### config.mk
export PLATFORM = sky130hd
export DESIGN_NAME = rse_encoder
export DESIGN_NICKNAME = d
export VERILOG_FILES = /design/src/design/rse_pkg.sv /design/src/design/rse_encoder.sv
export SDC_FILE = /design/constraint.sdc
export NUM_CORES = 1
export LEC_CHECK = 0
export BUFFER_PORTS_ARGS = -buffer_cell sky130_fd_sc_hd__buf_2
export CORE_MARGIN = 2
export CORE_UTILIZATION = 43
export CTS_CLUSTER_DIAMETER = 60
export CTS_CLUSTER_SIZE = 30
export DETAILED_ROUTE_END_ITERATION = 16
export GPL_ROUTABILITY_DRIVEN = 0
export PLACE_DENSITY = 0.7
export SLEW_MARGIN = 15
export SYNTH_ARGS = -nofsm -noshare
export SYNTH_HDL_FRONTEND = slang
export SYNTH_SLANG_ARGS = --single-unit
### constraint.sdc
create_clock -name clk -period 4.7 [get_ports clk]
set_clock_uncertainty 0.05 [all_clocks]
set_input_delay 0.94 -clock clk [delete_from_list [all_inputs] [get_ports clk]]
set_output_delay 0.94 -clock clk [all_outputs]
set_load 0.01 [all_outputs]
### src/design/rse_pkg.sv
// Purpose: Shared constants for the systematic Reed-Solomon encoder
// Assumes: Symbol-rate clock, synchronous active-high reset
// Notes: Code shape is fixed at build time through top parameters
`default_nettype none
package rse_pkg;
  // ----------------------------------------
  // Configuration defaults and limits
  // ----------------------------------------
  localparam int SYM_W_DEF = 8;
  localparam int CW_LEN_DEF = 204;
  localparam int CHK_CNT_DEF = 16;
  localparam int FIELD_POLY_DEF = 'h11d;
  localparam int FIRST_ROOT_DEF = 0;
  localparam int SYM_W_MIN = 4;
  localparam int SYM_W_MAX = 8;
  localparam int CW_LEN_MIN = 3;
  localparam int CHK_CNT_MIN = 4;
  localparam int CHK_CNT_MAX = 40;
  localparam int BUF_DEPTH = 2;
  localparam int CNT_W = 8;
  localparam int GF_ONE = 1;
  // ----------------------------------------
  // Encoder phases
  // ----------------------------------------
  typedef enum logic [1:0] {
    RSE_DATA = 2'b01,
    RSE_CHECK = 2'b10
  } rse_phase_t;
endpackage : rse_pkg
`default_nettype wire

### src/design/rse_encoder.sv
// Purpose: Streaming systematic Reed-Solomon encoder
// Assumes: Upstream supplies valid info symbols; downstream may stall
// Notes: Check symbols are emitted right after the last info symbol
`default_nettype none
// What this block does
// - Info symbols pass through unchanged and the check symbols follow.
// - The generator is the product of (x - a^i) over CHK_CNT roots.
// - Check symbols are the remainder of the info stream divided by g(x).
// - An accepted info symbol shows at the output one period later at the earliest.
// - Besides clock and reset, only data, handshake and the out_check flag connect the encoder.
// - Codeword length lies in 3..2^SYM_W-1 and is at least CHK_CNT+1.
// - Info symbols per codeword equal CW_LEN minus CHK_CNT.
// - Check count lies in 4..CW_LEN-1 and never exceeds 40.
// - Correctable errors per codeword are floor(CHK_CNT/2).
// - Symbol width is 4 to 8 bits on every data and check symbol.
// - All arithmetic uses the field set by the primitive FIELD_POLY.
module rse_encoder #(
  parameter int SYM_W = rse_pkg::SYM_W_DEF,
  parameter int CW_LEN = rse_pkg::CW_LEN_DEF,
  parameter int CHK_CNT = rse_pkg::CHK_CNT_DEF,
  parameter int FIELD_POLY = rse_pkg::FIELD_POLY_DEF,
  parameter int FIRST_ROOT_EXPONENT = rse_pkg::FIRST_ROOT_DEF
) (
  input wire logic clk,
  input wire logic sys_rst,
  input wire logic [SYM_W-1:0] in_data,
  input wire logic in_valid,
  output logic in_ready,
  output logic [SYM_W-1:0] out_data,
  output logic out_valid,
  input wire logic out_ready,
  output logic out_check
);
  localparam int INFO_CNT = CW_LEN - CHK_CNT;
  localparam int T_CORR = CHK_CNT / 2;
  localparam logic [SYM_W:0] POLY = FIELD_POLY[SYM_W:0];

  // ----------------------------------------
  // Build-time checks
  // ----------------------------------------
  initial
  begin
    if (SYM_W < rse_pkg::SYM_W_MIN || SYM_W > rse_pkg::SYM_W_MAX)
      $error("symbol width out of range");
    if (CW_LEN < rse_pkg::CW_LEN_MIN || CW_LEN > (1 << SYM_W) - 1 ||
        CW_LEN < CHK_CNT + 1)
      $error("codeword length out of range");
    if (CHK_CNT < rse_pkg::CHK_CNT_MIN || CHK_CNT > CW_LEN - 1 ||
        CHK_CNT > rse_pkg::CHK_CNT_MAX)
      $error("check count out of range");
    if (POLY[SYM_W] != 1'b1 || POLY[0] != 1'b1 || T_CORR < 2)
      $error("field polynomial not valid");
  end

  // ----------------------------------------
  // Field arithmetic
  // ----------------------------------------
  function automatic logic [SYM_W-1:0] gf_mul(
    input logic [SYM_W-1:0] a,
    input logic [SYM_W-1:0] b
  );
    logic [SYM_W-1:0] acc;
    logic [SYM_W-1:0] sh;
    acc = '0;
    sh = a;
    for (int k = 0; k < SYM_W; k++)
    begin
      if (b[k])
        acc = acc ^ sh;
      if (sh[SYM_W-1])
        sh = (sh << 1) ^ POLY[SYM_W-1:0];
      else
        sh = sh << 1;
    end
    return acc;
  endfunction : gf_mul

  function automatic logic [SYM_W-1:0] gf_pow_alpha(input int e);
    logic [SYM_W-1:0] r;
    r = SYM_W'(rse_pkg::GF_ONE);
    for (int k = 0; k < e; k++)
      r = gf_mul(r, SYM_W'(2));
    return r;
  endfunction : gf_pow_alpha

  // Generator coefficients g[0..CHK_CNT], leading one kept in g[CHK_CNT]
  typedef logic [SYM_W-1:0] rse_coef_t [CHK_CNT+1];
  function automatic rse_coef_t gen_poly();
    rse_coef_t g;
    logic [SYM_W-1:0] root;
    for (int k = 0; k <= CHK_CNT; k++)
      g[k] = '0;
    g[0] = SYM_W'(rse_pkg::GF_ONE);
    for (int i = 0; i < CHK_CNT; i++)
    begin
      root = gf_pow_alpha(FIRST_ROOT_EXPONENT + i);
      for (int k = CHK_CNT; k > 0; k--)
        g[k] = g[k-1] ^ gf_mul(g[k], root);
      g[0] = gf_mul(g[0], root);
    end
    return g;
  endfunction : gen_poly
  localparam rse_coef_t GEN = gen_poly();

  // ----------------------------------------
  // Sequencing
  // ----------------------------------------
  localparam int CNT_W_L = rse_pkg::CNT_W;
  rse_pkg::rse_phase_t phase_reg, phase_next;
  logic [CNT_W_L-1:0] cnt_reg, cnt_next;
  logic [SYM_W-1:0] rem_reg [CHK_CNT];
  logic [SYM_W-1:0] rem_next [CHK_CNT];

  // Output skid buffer, two entries
  logic [SYM_W-1:0] buf_data_reg [rse_pkg::BUF_DEPTH];
  logic [rse_pkg::BUF_DEPTH-1:0] buf_chk_reg;
  logic [1:0] buf_cnt_reg;
  logic buf_full;
  logic emit;
  logic pop;
  logic [SYM_W-1:0] emit_data;
  logic emit_chk;
  logic in_fire;
  logic last_info;
  logic last_chk;
  logic [SYM_W-1:0] fb;

  // Ready registered: full means no space for a new word
  assign buf_full = (buf_cnt_reg == 2'(rse_pkg::BUF_DEPTH));
  assign pop = out_valid && out_ready;
  assign in_fire = in_valid && in_ready && (phase_reg == rse_pkg::RSE_DATA);
  assign last_info = (cnt_reg == CNT_W_L'(INFO_CNT - 1));
  assign last_chk = (cnt_reg == CNT_W_L'(CHK_CNT - 1));
  assign emit = in_fire || (phase_reg == rse_pkg::RSE_CHECK && !buf_full);
  assign fb = in_data ^ rem_reg[CHK_CNT-1];
  assign emit_data = (phase_reg == rse_pkg::RSE_DATA) ? in_data
                   : rem_reg[CHK_CNT-1];
  assign emit_chk = (phase_reg == rse_pkg::RSE_CHECK);

  // LFSR division; check phase shifts zeros in behind the output
  generate
    for (genvar k = 0; k < CHK_CNT; k++)
    begin : g_rem
      logic [SYM_W-1:0] prev;
      if (k == 0)
        assign prev = '0;
      else
        assign prev = rem_reg[k-1];
      assign rem_next[k] = !emit ? rem_reg[k]
        : (phase_reg == rse_pkg::RSE_CHECK) ? prev
        : (prev ^ gf_mul(fb, GEN[k]));
      always_ff @(posedge clk)
      begin
        if (sys_rst)
          rem_reg[k] <= '0;
        else
          rem_reg[k] <= rem_next[k];
      end
    end
  endgenerate

  always_comb
  begin
    phase_next = phase_reg;
    cnt_next = cnt_reg;
    if (emit)
    begin
      case (phase_reg)
        rse_pkg::RSE_DATA:
        begin
          cnt_next = last_info ? '0 : cnt_reg + 1'b1;
          if (last_info)
            phase_next = rse_pkg::RSE_CHECK;
        end
        rse_pkg::RSE_CHECK:
        begin
          cnt_next = last_chk ? '0 : cnt_reg + 1'b1;
          if (last_chk)
            phase_next = rse_pkg::RSE_DATA;
        end
        default:
          phase_next = rse_pkg::RSE_DATA;
      endcase
    end
  end

  always_ff @(posedge clk)
  begin
    if (sys_rst)
    begin
      phase_reg <= rse_pkg::RSE_DATA;
      cnt_reg <= '0;
    end
    else
    begin
      phase_reg <= phase_next;
      cnt_reg <= cnt_next;
    end
  end

  // ----------------------------------------
  // Output buffer: entry 0 is the head
  // ----------------------------------------
  logic [1:0] cnt_after_pop;
  logic out_valid_reg;
  assign cnt_after_pop = buf_cnt_reg - {1'b0, pop};
  always_ff @(posedge clk)
  begin
    if (sys_rst)
    begin
      buf_cnt_reg <= '0;
      out_valid_reg <= 1'b0;
      buf_chk_reg <= '0;
      buf_data_reg[0] <= '0;
      buf_data_reg[1] <= '0;
    end
    else
    begin
      if (pop)
      begin
        buf_data_reg[0] <= buf_data_reg[1];
        buf_chk_reg[0] <= buf_chk_reg[1];
      end
      if (emit)
      begin
        buf_data_reg[cnt_after_pop[0]] <= emit_data;
        buf_chk_reg[cnt_after_pop[0]] <= emit_chk;
      end
      buf_cnt_reg <= cnt_after_pop + {1'b0, emit};
      out_valid_reg <= (cnt_after_pop + {1'b0, emit}) != 2'b00;
    end
  end

  assign out_data = buf_data_reg[0];
  // Valid has its own flop so the port never sees decode glitches
  assign out_valid = out_valid_reg;
  assign out_check = buf_chk_reg[0];

  // Ready is a flop: space for one more after this edge
  always_ff @(posedge clk)
  begin
    if (sys_rst)
      in_ready <= 1'b0;
    else
      in_ready <= (phase_next == rse_pkg::RSE_DATA) &&
        ((cnt_after_pop + {1'b0, emit}) < 2'(rse_pkg::BUF_DEPTH));
  end
endmodule : rse_encoder
`default_nettype wire

# After elaboration in Yosys (flattened, before gate mapping)
# Memories as Yosys holds them, arrays and structs flattened.
# Cells that the tools add are included.
# totals
regBits	16
mem_bits_rw	144
in_bits	12
output_inout_bits	11
wordCells	186
mem_count	2
# mem_list
name	depth	width	read_ports	rd_clocked_by_memory_dff	write_ports	line_no	rtl
rem_reg	16	8	16	0	16	rse_encoder.sv:111	logic [SYM_W-1:0] rem_reg [CHK_CNT];
buf_data_reg	2	8	2	0	2	rse_encoder.sv:115	logic [SYM_W-1:0] buf_data_reg [rse_pkg::BUF_DEPTH];
# op_classes
add_sub_neg	3
n_lt_le_gt_ge	3
eq_ne	6
n_mux	82
bitwise_logic	71
n_reduce_logical	12
# ops
cell	count
8-bit 2-to-1 mux	53
8-bit XOR	47
5-bit 2-to-1 mux	7
4-bit inverter	7
1-bit bitwise OR	17
8-bit case mux with 2 select lines	1
1-bit 2-to-1 mux	15
8-bit by 1-bit adder with 8-bit output (second input constant)	1
8-bit by 4-bit == test with 1-bit output (second input constant)	1
8-bit == test (second input constant)	1
8-bit OR reduction	1
1-bit logical AND	6
2-bit 2-to-1 mux	3
2-bit by 1-bit == test with 1-bit output (second input constant)	2
2-bit == test (second input constant)	2
2-bit case mux with 2 select lines	1
2-bit nonzero test	2
2-bit by 1-bit adder with 2-bit output	1
2-bit bitwise mux	1
1-bit by 2-bit less-than comparator with 1-bit output (second input constant)	1
2-bit less-than comparator (second input constant)	1
2-bit AND reduction	1
2-bit by 1-bit subtractor with 2-bit output	1
1-bit demux with 1-bit select	1
other kinds (3)	3

# Longest topological paths before layout
# Gate-level depths: netlist of the first run.
# An unclocked memory read counts as a cell.
# logic_depth
word_depth	21
mapped_depth	11
mapped_depth_nobuf	9

# Worst setup path after synthesis of the first run
# OpenSTA, ideal clock, no wires.
# synth_path
path_type	input port to flip-flop
start	input port in_valid
end	register out_valid_reg, in the netlist out_valid
arrival_time_ns	2.775
required_ns	4.527
path_slack_ns	1.752
stages	9
cell_sequence	and3_1 > a21oi_1 > clkinv_1 > clkbuf_1 > buf_1 > ha_1 > xnor2_1 > nor2_1 > or2_2
# synth_between
elab_chain_cells	5
# synth_rtl
element	line_no	rtl
start: declaration	rse_encoder.sv:27	input wire logic in_valid,
1-bit logical AND (2 in a row)	rse_encoder.sv:131	assign in_fire = in_valid && in_ready && (phase_reg == rse_pkg::RSE_DATA);
1-bit logical OR	rse_encoder.sv:134	assign emit = in_fire || (phase_reg == rse_pkg::RSE_CHECK && !buf_full);
2-bit by 1-bit adder with 2-bit output	rse_encoder.sv:230	out_valid_reg <= (cnt_after_pop + {1'b0, emit}) != 2'b00;
2-bit nonzero test	rse_encoder.sv:230	
end signal: assignment	rse_encoder.sv:212	out_valid_reg <= 1'b0;
end signal: assignment	rse_encoder.sv:230	
end: declaration	rse_encoder.sv:205	logic out_valid_reg;
# No other way between the ends.
# A chain may end at the register's enable or synchronous reset.

==> run_results.csv, run 1 <==
group,metric,value,unit
layout,fillCellCount,1875,
floorplan,core,0.0202,mm²
place,placed_area,0.00906,mm²
detailed_routing,wire_per_inst,16.9,µm
global_routing,grt_pass1_wl,32700,µm
clock_network,cts.sinks,160,
logic_synthesis,async_flop_share,0,%
floorplan,ioPinCount,23,
detailed_routing,drc,0,
layout,final_cell_area,0.00965,mm²
hold_path,holdPathEnd,"rem_reg[0][1]",
hold_path,hp-class,"register to register",
hold_path,min-delay-start,"rem_reg[0][1]",
clock_network,ctsResizeCount,0,
floorplan,die_x,147,µm
pwr,power,8.72,mW
detailed_routing,drtAntennaViolNets,0,
timing,setup_viol,0,
pwr,power_frac_seq,24.0,%
layout,drive_above_1_share,9.60,%
clock_network,cts-buffers-inserted,17,
hold_path,hold_depth,2,
worst_setup_path,cp.required,4990,ps
clock_network,path_clk_slew,60,ps
logic_synthesis,yosysTopAreaCellShare,32.8,%
worst_setup_path,cp_data_arrival_time,3540,ps
timing,rsz0062_at_grt,"false",
layout,layout.nets,962,
global_routing,met3_usage,3.94,%
logic_synthesis,synthTopCellsByCount,"nor2_1, dfxtp_1, xnor2_1, o21ai_0, or3_1",
clock_network,cts_tree,"done",
floorplan,fp.dieH,147,µm
global_routing,track_usage,19.3,%
detailed_routing,num_vias,6763,
global_routing,met1_usage,25.9,%
global_routing,grt_pass1_vias,6110,
logic_synthesis,synth_edf_count,16,
timing,slew_headroom,29.1,%
timing,finalCritPeriodShare,69.1,%
floorplan,rows,52,
clock_network,cts_root_buffer,"clkbuf_16",
global_routing,antenna_found_initial,0,
layout,diodes,0,
logic_synthesis,avgSynthCellArea,9.11,µm²
floorplan,dieArea,0.0216,mm²
worst_setup_path,r2r_slack,1450,ps
floorplan,initial_core_util,43.6,%
pwr,switching_share,42.7,%
logic_synthesis,ys_top_cells_by_area,"dfxtp_1, xnor2_1, a311oi_1, nor2_1, edfxtp_1",
worst_setup_path,r2r_cells,9,
job,cap_violations,0,
timing,finalMaxSlewViolations,0,
logic_synthesis,yosysSeqAreaShare,38.3,%
logic_synthesis,synthesis.area,0.00879,mm²
pwr,ir_worst_vdd,0.000416,V
layout,syn_to_final_growth,9.79,%
logic_synthesis,synth_warnings,0,
timing,tns,0,ps
logic_synthesis,synth.most_common_cell,"nor2_1",
worst_setup_path,critPathLaunchType,"register",
clock_network,clk_latency,430,ps
detailed_routing,drtIter0Drc,480,
global_routing,grt_overflow,0,
global_routing,grt_util_met2,30.2,%
logic_synthesis,ys_seq_elements,160,
layout,largest_reg_flops,128,
layout,postLayoutCoreUtil,47.8,%
global_routing,grt_max_degree,237,
pwr,power_frac_comb,60.1,%
clock_network,clock_path_buffers,2,
clock_network,post_cts_buffers,0,
worst_setup_path,timing.rr.start,"phase_reg[1]",
timing,fmax,0.308,GHz
detailed_routing,drt-total-wl,20700,µm
place,io_buffer_count,22,
place,dp_hpwl,13900,µm
pwr,switchingPower,3.73,mW
worst_setup_path,crit_path_end_kind,"register",
logic_synthesis,ys.flop_type,"dfxtp_1",
worst_setup_path,critPathKind,"register to register",
pwr,clkPwrFrac,15.9,%
detailed_routing,drt-vias-per-instance,5.51,
worst_setup_path,r2r_end,"rem_reg[0][63]",
logic_synthesis,ys_types,42,
global_routing,grt.busiest_layer,"met2",
logic_synthesis,syn-num-nets,982,
pwr,p_int,5.00,mW
clock_network,cts_hold_buf,0,
worst_setup_path,cp_max_fo,236,
outcome,status,"finished, final reports clean",
timing,hold_violations,0,
logic_synthesis,syn_inst,965,
pwr,leakage,3.41,nW
timing,worst_slew_pin_slew,1060,ps
logic_synthesis,synth_top_cell_by_area,"dfxtp_1",
timing,fin_crit,3250,ps
clock_network,h-tree-depth,4,
detailed_routing,dr.pass1.iters,5,
pwr,power_density,904,mW/mm²
kinds of logic (layout without fill, tap and decap cells):
| group | Yosys count | after routing | share of synthesized area, % |
|---|---|---|---|
| xor gates and xnor gates | 176 | 176 | 22.2 |
| buffers and inverters | 79 | 72 | 3.57 |
| muxes | 12 | 12 | 1.37 |
| AOI/OAI and AO/OA | 232 | 232 | 18.0 |
| and+or+nand+nor | 301 | 301 | 15.9 |
| adders and majority gates | 5 | 5 | 0.712 |
| DFF | 160 | 160 | 38.3 |
area by class of cell:
type / count / area, µm² / area share, %
inverters: 8 / 35.0 / 0.363
clock inverters: 11 / 129 / 1.34
well taps: 270 / 338 / 3.50
repair buffers: 32 / 200 / 2.07
clock buffers: 21 / 460 / 4.77
multi-input cells: 726 / 5120 / 53.1
flip-flops and latches: 160 / 3360 / 34.9
power by group through the flow:
stage | Sequential, mW | Combinational, mW | Clock (mW)
6_report | 2.09 | 5.25 | 1.39
5_1_grt | 2.13 | 5.74 | 1.46
4_1_cts | 2.08 | 5.24 | 1.42
3_5_place_dp | 2.11 | 5.19 | 0
3_3_place_gp | 2.10 | 5.11 | 0
2_1_floorplan | 2.02 | 4.19 | 0
cell usage in the layout, fill, tap and decap left out, types with 10 or more instances in the layout:
cell type / count
buf_4: 10
edfxtp_1: 16
xnor2_1: 134
a311oi_1: 75
or3_1: 76
nor2_1: 169
buf_2: 21
mux2i_1: 12
dfxtp_1: 144
o21ai_0: 88
a211oi_1: 47
nand2_1: 28
a21oi_1: 13
clkbuf_16: 17
xnor2_2: 16
through the flow:
stage	setup WS (ps)	hold WS (ps)	instances
finish	1450	423	1228
global route	1150	436	1228
CTS	1440	422	1228
detailed placement	1130	412	1196
global placement	1120	406	1196
floorplan	1750	387	965
routing by layer:
metal,up-vias,part of all wire (%)
met5,-,0
met4,0,2.9
met3,42,5.3
met2,156,46
met1,3148,46
li1,3417,-
critical path, stage by stage, from the launching register on:
cell and delay (ps):
dfxtp_1 350, inv_1 80, ha_1 550, and3_1 450, a21oi_1 110, buf_4 250, inv_6 140, buf_12 620
nor2_1 90, a311oi_1 280
how the worst max path moves through the flow:
stage | startpoint | endpoint | depth (start not counted)
final | phase_reg[1] | rem_reg[0][63] | 9
after global placement | in_data[4] | rem_reg[1][11] | 7
after CTS | phase_reg[1] | rem_reg[1][35] | 9
after detailed placement | in_data[5] | rem_reg[1][11] | 7
after global routing | phase_reg[1] | rem_reg[1][8] | 9
after floorplan | in_valid | out_valid | 9
Note: power is estimated with default switching activity, not from simulation.
==> inputs of run 2 (changes only) <==
--- a/config.mk
+++ b/config.mk
@@ -12,7 +12,7 @@
 export CTS_CLUSTER_SIZE = 30
 export DETAILED_ROUTE_END_ITERATION = 16
 export GPL_ROUTABILITY_DRIVEN = 0
-export PLACE_DENSITY = 0.7
+export PLACE_DENSITY = 0.73
 export SLEW_MARGIN = 15
 export SYNTH_ARGS = -nofsm -noshare
 export SYNTH_HDL_FRONTEND = slang
==> constraint.sdc (replaced) <==
create_clock -name clk -period 2.8 [get_ports clk]
set_clock_uncertainty 0.05 [all_clocks]
set_input_delay 0.56 -clock clk [delete_from_list [all_inputs] [get_ports clk]]
set_output_delay 0.56 -clock clk [all_outputs]
set_load 0.01 [all_outputs]
==> run 2 against run 1 <==
Combinational power increased by 75%. Sequential power increased by 67%. Total power increased by 72%. Critical endpoint is now rem_reg[1][42]. Critical path type unchanged. Maximum frequency increased by 23%. Clock power increased by 65%. Largest cell class unchanged.
==> run_results.csv, run 2 (synthesized netlist as in run 1, its figures left out) <==
group,metric,value,unit
hold_path,hp-class,"primary input to register",
clock_network,h-tree-depth,4,
outcome,status,"finished, final reports clean",
pwr,leakage,3.58,nW
clock_network,cts.sinks,160,
timing,worst_slew_pin_slew,710,ps
floorplan,fp.dieH,147,µm
worst_setup_path,worst_path_most_repeated_cell,"xnor2_1",
worst_setup_path,cp_data_arrival_time,2920,ps
global_routing,track_usage,20.0,%
place,io_buffer_count,22,
worst_setup_path,path_cells,"xnor2_4, buf_4, xnor2_2, xnor2_1, xnor2_1, or3_1, a311oi_1",
worst_setup_path,critPathLaunchType,"register",
detailed_routing,drtAntennaViolNets,0,
global_routing,grt_max_degree,184,
layout,postLayoutCoreUtil,49.2,%
place,dp_hpwl,14100,µm
detailed_routing,drtIter0Drc,541,
global_routing,grt_pass1_wl,34300,µm
pwr,power_density,1510,mW/mm²
layout,layout.nets,995,
timing,finalMaxSlewViolations,0,
worst_setup_path,crit_path_end_kind,"register",
global_routing,grt_pass1_vias,6518,
floorplan,core,0.0202,mm²
clock_network,clock_path_buffers,2,
worst_setup_path,cpMaxStageDelayCell,"xnor2_1",
timing,fin_crit,2640,ps
floorplan,ioPinCount,23,
floorplan,die_x,147,µm
layout,drive_above_1_share,12.6,%
worst_setup_path,cp.required,3080,ps
detailed_routing,dr.pass1.iters,5,
worst_setup_path,critical_path.top_delay_family,"XOR/XNOR gates",
global_routing,grt_overflow,0,
timing,hold_slack,409,ps
detailed_routing,num_vias,6949,
layout,largest_reg_flops,128,
timing,fmax,0.379,GHz
detailed_routing,drt-vias-per-instance,5.51,
clock_network,cts-buffers-inserted,17,
clock_network,path_clk_slew,70,ps
layout,syn_to_final_growth,13.0,%
detailed_routing,drc,0,
place,dp_slack,-344,ps
worst_setup_path,cp_max_fo,7,
clock_network,post_cts_buffers,0,
floorplan,initial_core_util,43.6,%
layout,diodes,0,
clock_network,clk_latency,430,ps
timing,hold_violations,0,
timing,worst_slack,160,ps
timing,rsz0062_at_grt,"false",
layout,final_cell_mix,"nor2_1, dfxtp_1, xnor2_1",
floorplan,rows,52,
clock_network,cts_root_buffer,"clkbuf_16",
job,cap_violations,0,
timing,finalCritPeriodShare,94.3,%
worst_setup_path,critPathKind,"register to register",
clock_network,cts_tree,"done",
detailed_routing,drt-total-wl,20900,µm
worst_setup_path,max_stage_delay,590,ps
global_routing,antenna_found_initial,0,
layout,final_common_cell,"nor2_1",
detailed_routing,wire_per_inst,16.6,µm
timing,slew_headroom,52.3,%
worst_setup_path,critPathBufInv,1,
timing,setup_viol,0,
floorplan,dieArea,0.0216,mm²
pwr,ir_worst_vdd,0.000619,V
-- run 2: cell types whose count changed in the layout (fill, tap and decap cells not counted) --
cell / before / now
buf_4: 10 / 40
clkbuf_8: 2 / 3
xnor2_4: 8 / 9
bufinv_16: 2 / 1
buf_12: 1 / 4
xnor2_2: 16 / 15
-- run 2: timing repair --
action,4_1_cts,5_1_grt
gates resized for setup,1,0
endpoints found under the setup margin,2,0
hold buffers,0,0
-- run 2: layer usage --
metal | global-route usage, % | part of all wire (%) | vias up
met1 | 27.1 | 46 | 3317
met5 | 0 | 0 | -
met4 | 5.38 | 1.8 | 0
met2 | 32.4 | 47 | 142
li1 | - | - | 3469
met3 | 4.47 | 5.0 | 21
-- run 2: area by class of cell --
| class | instances | area [µm²] |
|---|---|---|
| well taps | 270 | 338 |
| fillers | 1898 | 10200 |
| multi-input cells | 726 | 5140 |
| clock buffers | 22 | 474 |
| clock inverters | 10 | 98.8 |
| repair buffers | 65 | 485 |
| flip-flops and latches | 160 | 3360 |
| inverters | 8 | 35.0 |
-- run 2: through the flow --
step | total power, mW | std cells | TNS (ps) | area, µm²
after floorplan | 10.4 | 965 | 0 | 8790
after global placement | 12.5 | 1229 | -3390 | 9350
after detailed placement | 12.6 | 1229 | -5530 | 9350
after CTS | 15.0 | 1261 | 0 | 9930
after global routing | 16.1 | 1261 | 0 | 9930
final | 15.0 | 1261 | 0 | 9930
-- run 2: final timing paths --
kind	startpoint	end	slack (ps)	cells after the start
worst max register to register	rem_reg[1][60]	rem_reg[1][42]	160	7
worst min register to register	cnt_reg[1]	cnt_reg[1]	420	2
worst min-delay path	sys_rst	buf_chk_reg[1]	410	2
worst max-delay path	rem_reg[1][60]	rem_reg[1][42]	160	7
-- run 2: report_power, final --
part           switching, mW  internal [mW]
clock                  0.981           1.31
combinational           4.78           4.42
sequential             0.520           2.98
total                   6.28           8.71
==> inputs of run 3 (changes only) <==
--- a/config.mk
+++ b/config.mk
@@ -6,7 +6,6 @@
 export NUM_CORES = 1
 export LEC_CHECK = 0
 export BUFFER_PORTS_ARGS = -buffer_cell sky130_fd_sc_hd__buf_2
-export CORE_MARGIN = 2
 export CORE_UTILIZATION = 43
 export CTS_CLUSTER_DIAMETER = 60
 export CTS_CLUSTER_SIZE = 30
==> run 3 against run 2 <==
Total power up 0.32%. Hold slack worse by 3.1 ps. Sequential share of layout area about the same. Largest cell class unchanged.
==> run_results.csv, run 3 (synthesized netlist as in run 1, its figures left out) <==
group,metric,value,unit
floorplan,ioPinCount,23,
global_routing,grt_pass1_vias,6248,
layout,diodes,0,
timing,hold_violations,0,
worst_setup_path,critPathBufInv,0,
worst_setup_path,cp_data_arrival_time,2920,ps
detailed_routing,num_vias,6860,
layout,final_cell_area,0.00994,mm²
worst_setup_path,path_cells,"xor2_1, xnor3_2, xnor2_1, xnor2_1, or3_1, a311oi_1",
timing,worst_slew_pin_slew,677,ps
timing,worst_slack,162,ps
floorplan,dieArea,0.0210,mm²
worst_setup_path,cpMaxStageDelayCell,"xnor3_2",
worst_setup_path,cp.required,3090,ps
pwr,leakage,3.58,nW
place,dp_cells,1225,
worst_setup_path,max_stage_delay,590,ps
worst_setup_path,critical_path.top_delay_family,"XOR/XNOR gates",
worst_setup_path,cp_max_fo,4,
worst_setup_path,r2r_slack,160,ps
detailed_routing,route.met2.wl,9630,µm
clock_network,cts_hold_buf,0,
detailed_routing,dr_wl_met3,711,µm
layout,final_common_cell,"nor2_1",
layout,layout.nets,996,
layout,largest_reg_flops,128,
worst_setup_path,worst_path_most_repeated_cell,"xnor2_1",
worst_setup_path,crit_path_end_kind,"register",
detailed_routing,drtIter0Drc,434,
floorplan,die_x,145,µm
timing,setup_viol,0,
layout,syn_to_final_growth,13.1,%
place,dp_slack,67.0,ps
detailed_routing,wl_met1,9910,µm
place,io_buffer_count,22,
worst_setup_path,critPathLaunchType,"register",
outcome,status,"finished, final reports clean",
place,placed_area,0.00939,mm²
global_routing,antenna_found_initial,0,
worst_setup_path,critical_path_depth,6,
detailed_routing,maxUsedRoutingLayer,"met4",
layout,drive_above_1_share,12.8,%
detailed_routing,drt-vias-per-instance,5.46,
place,dp_hpwl,14200,µm
clock_network,path_clk_slew,70,ps
job,cap_violations,0,
timing,tns,0,ps
detailed_routing,drt-total-wl,20800,µm
layout,fin_cells,1257,
global_routing,grt_pass1_wl,33800,µm
worst_setup_path,timing.rr.start,"rem_reg[1][61]",
floorplan,initial_core_util,44.6,%
worst_setup_path,r2r_cells,6,
floorplan,core,0.0197,mm²
floorplan,rows,51,
detailed_routing,dr.pass1.iters,5,
clock_network,cts.sinks,160,
clock_network,clk_latency,440,ps
global_routing,grt_max_degree,184,
clock_network,post_cts_buffers,0,
clock_network,ctsResizeCount,0,
detailed_routing,drc,0,
global_routing,grt_overflow,0,
clock_network,cts_tree,"done",
worst_setup_path,r2r_end,"rem_reg[0][26]",
worst_setup_path,critPathKind,"register to register",
timing,rsz0062_at_grt,"false",
timing,finalMaxSlewViolations,0,
detailed_routing,drtAntennaViolNets,0,
worst_setup_path,endpoint,"rem_reg[0][26]",
timing,slew_headroom,54.5,%
timing,fmax,0.379,GHz
timing,fin_crit,2640,ps
detailed_routing,wire_per_inst,16.5,µm
hold_path,hp-class,"primary input to register",
clock_network,cts_root_buffer,"clkbuf_16",
floorplan,fp.dieH,145,µm
clock_network,h-tree-depth,4,
layout,final_cell_mix,"nor2_1, dfxtp_1, xnor2_1",
pwr,power_density,1510,mW/mm²
clock_network,cts-buffers-inserted,17,
global_routing,track_usage,20.3,%
worst_setup_path,startpoint,"rem_reg[1][61]",
timing,finalCritPeriodShare,94.2,%
pwr,ir_worst_vdd,0.000508,V
clock_network,clock_path_buffers,2,
layout,postLayoutCoreUtil,50.4,%
-- run 3: cell count changes in the layout (fill, tap and decap cells not counted), sizes merged --
cell | before | now
buf | 65 | 66
clkinvlp | 2 | 4
inv | 12 | 14
clkbuf | 22 | 17
clkinv | 3 | 4
-- run 3: layout make-up --
class / instances / area (µm²)
inverters: 8 / 35.0
clock buffers: 17 / 425
well taps: 265 / 332
multi-input cells: 726 / 5120
flip-flops and latches: 160 / 3360
fillers: 1747 / 9770
repair buffers: 66 / 531
clock inverters: 15 / 134
-- run 3: how the worst min path moves through the flow --
stage                       start             to  cells past startpoint
global route              sys_rst     cnt_reg[6]                      2
finish                    sys_rst     cnt_reg[0]                      2
floorplan           rem_reg[0][1]  rem_reg[0][1]                      2
global placement    rem_reg[0][2]  rem_reg[0][2]                      2
detailed placement  rem_reg[0][2]  rem_reg[0][2]                      2
CTS                       sys_rst     cnt_reg[2]                      2
-- run 3: stage by stage --
step | power (mW) | hold slack, ps
6_report | 15.0 | 406
3_3_place_gp | 12.6 | 404
2_1_floorplan | 10.4 | 387
4_1_cts | 15.0 | 393
5_1_grt | 16.1 | 407
3_5_place_dp | 12.7 | 406
-- run 3: worst reg2reg max path: stages, from the launching register on --
cell and delay, ps:
dfxtp_1 480, xor2_1 350, xnor3_2 590, xnor2_1 310
xnor2_1 140, or3_1 330, a311oi_1 280
-- run 3: power by group --
part / leakage [nW] / internal, mW / switching (mW)
sequential: 1.35 / 2.98 / 0.520
combinational: 1.96 / 4.46 / 4.84
clock: 0.265 / 1.23 / 1.01
-- run 3: layer usage --
metal | vias up | global-route usage [%]
met3 | 28 | 3.52
met5 | - | 0
met1 | 3247 | 28.2
met4 | 0 | 8.46
met2 | 114 | 31.0
li1 | 3471 | -
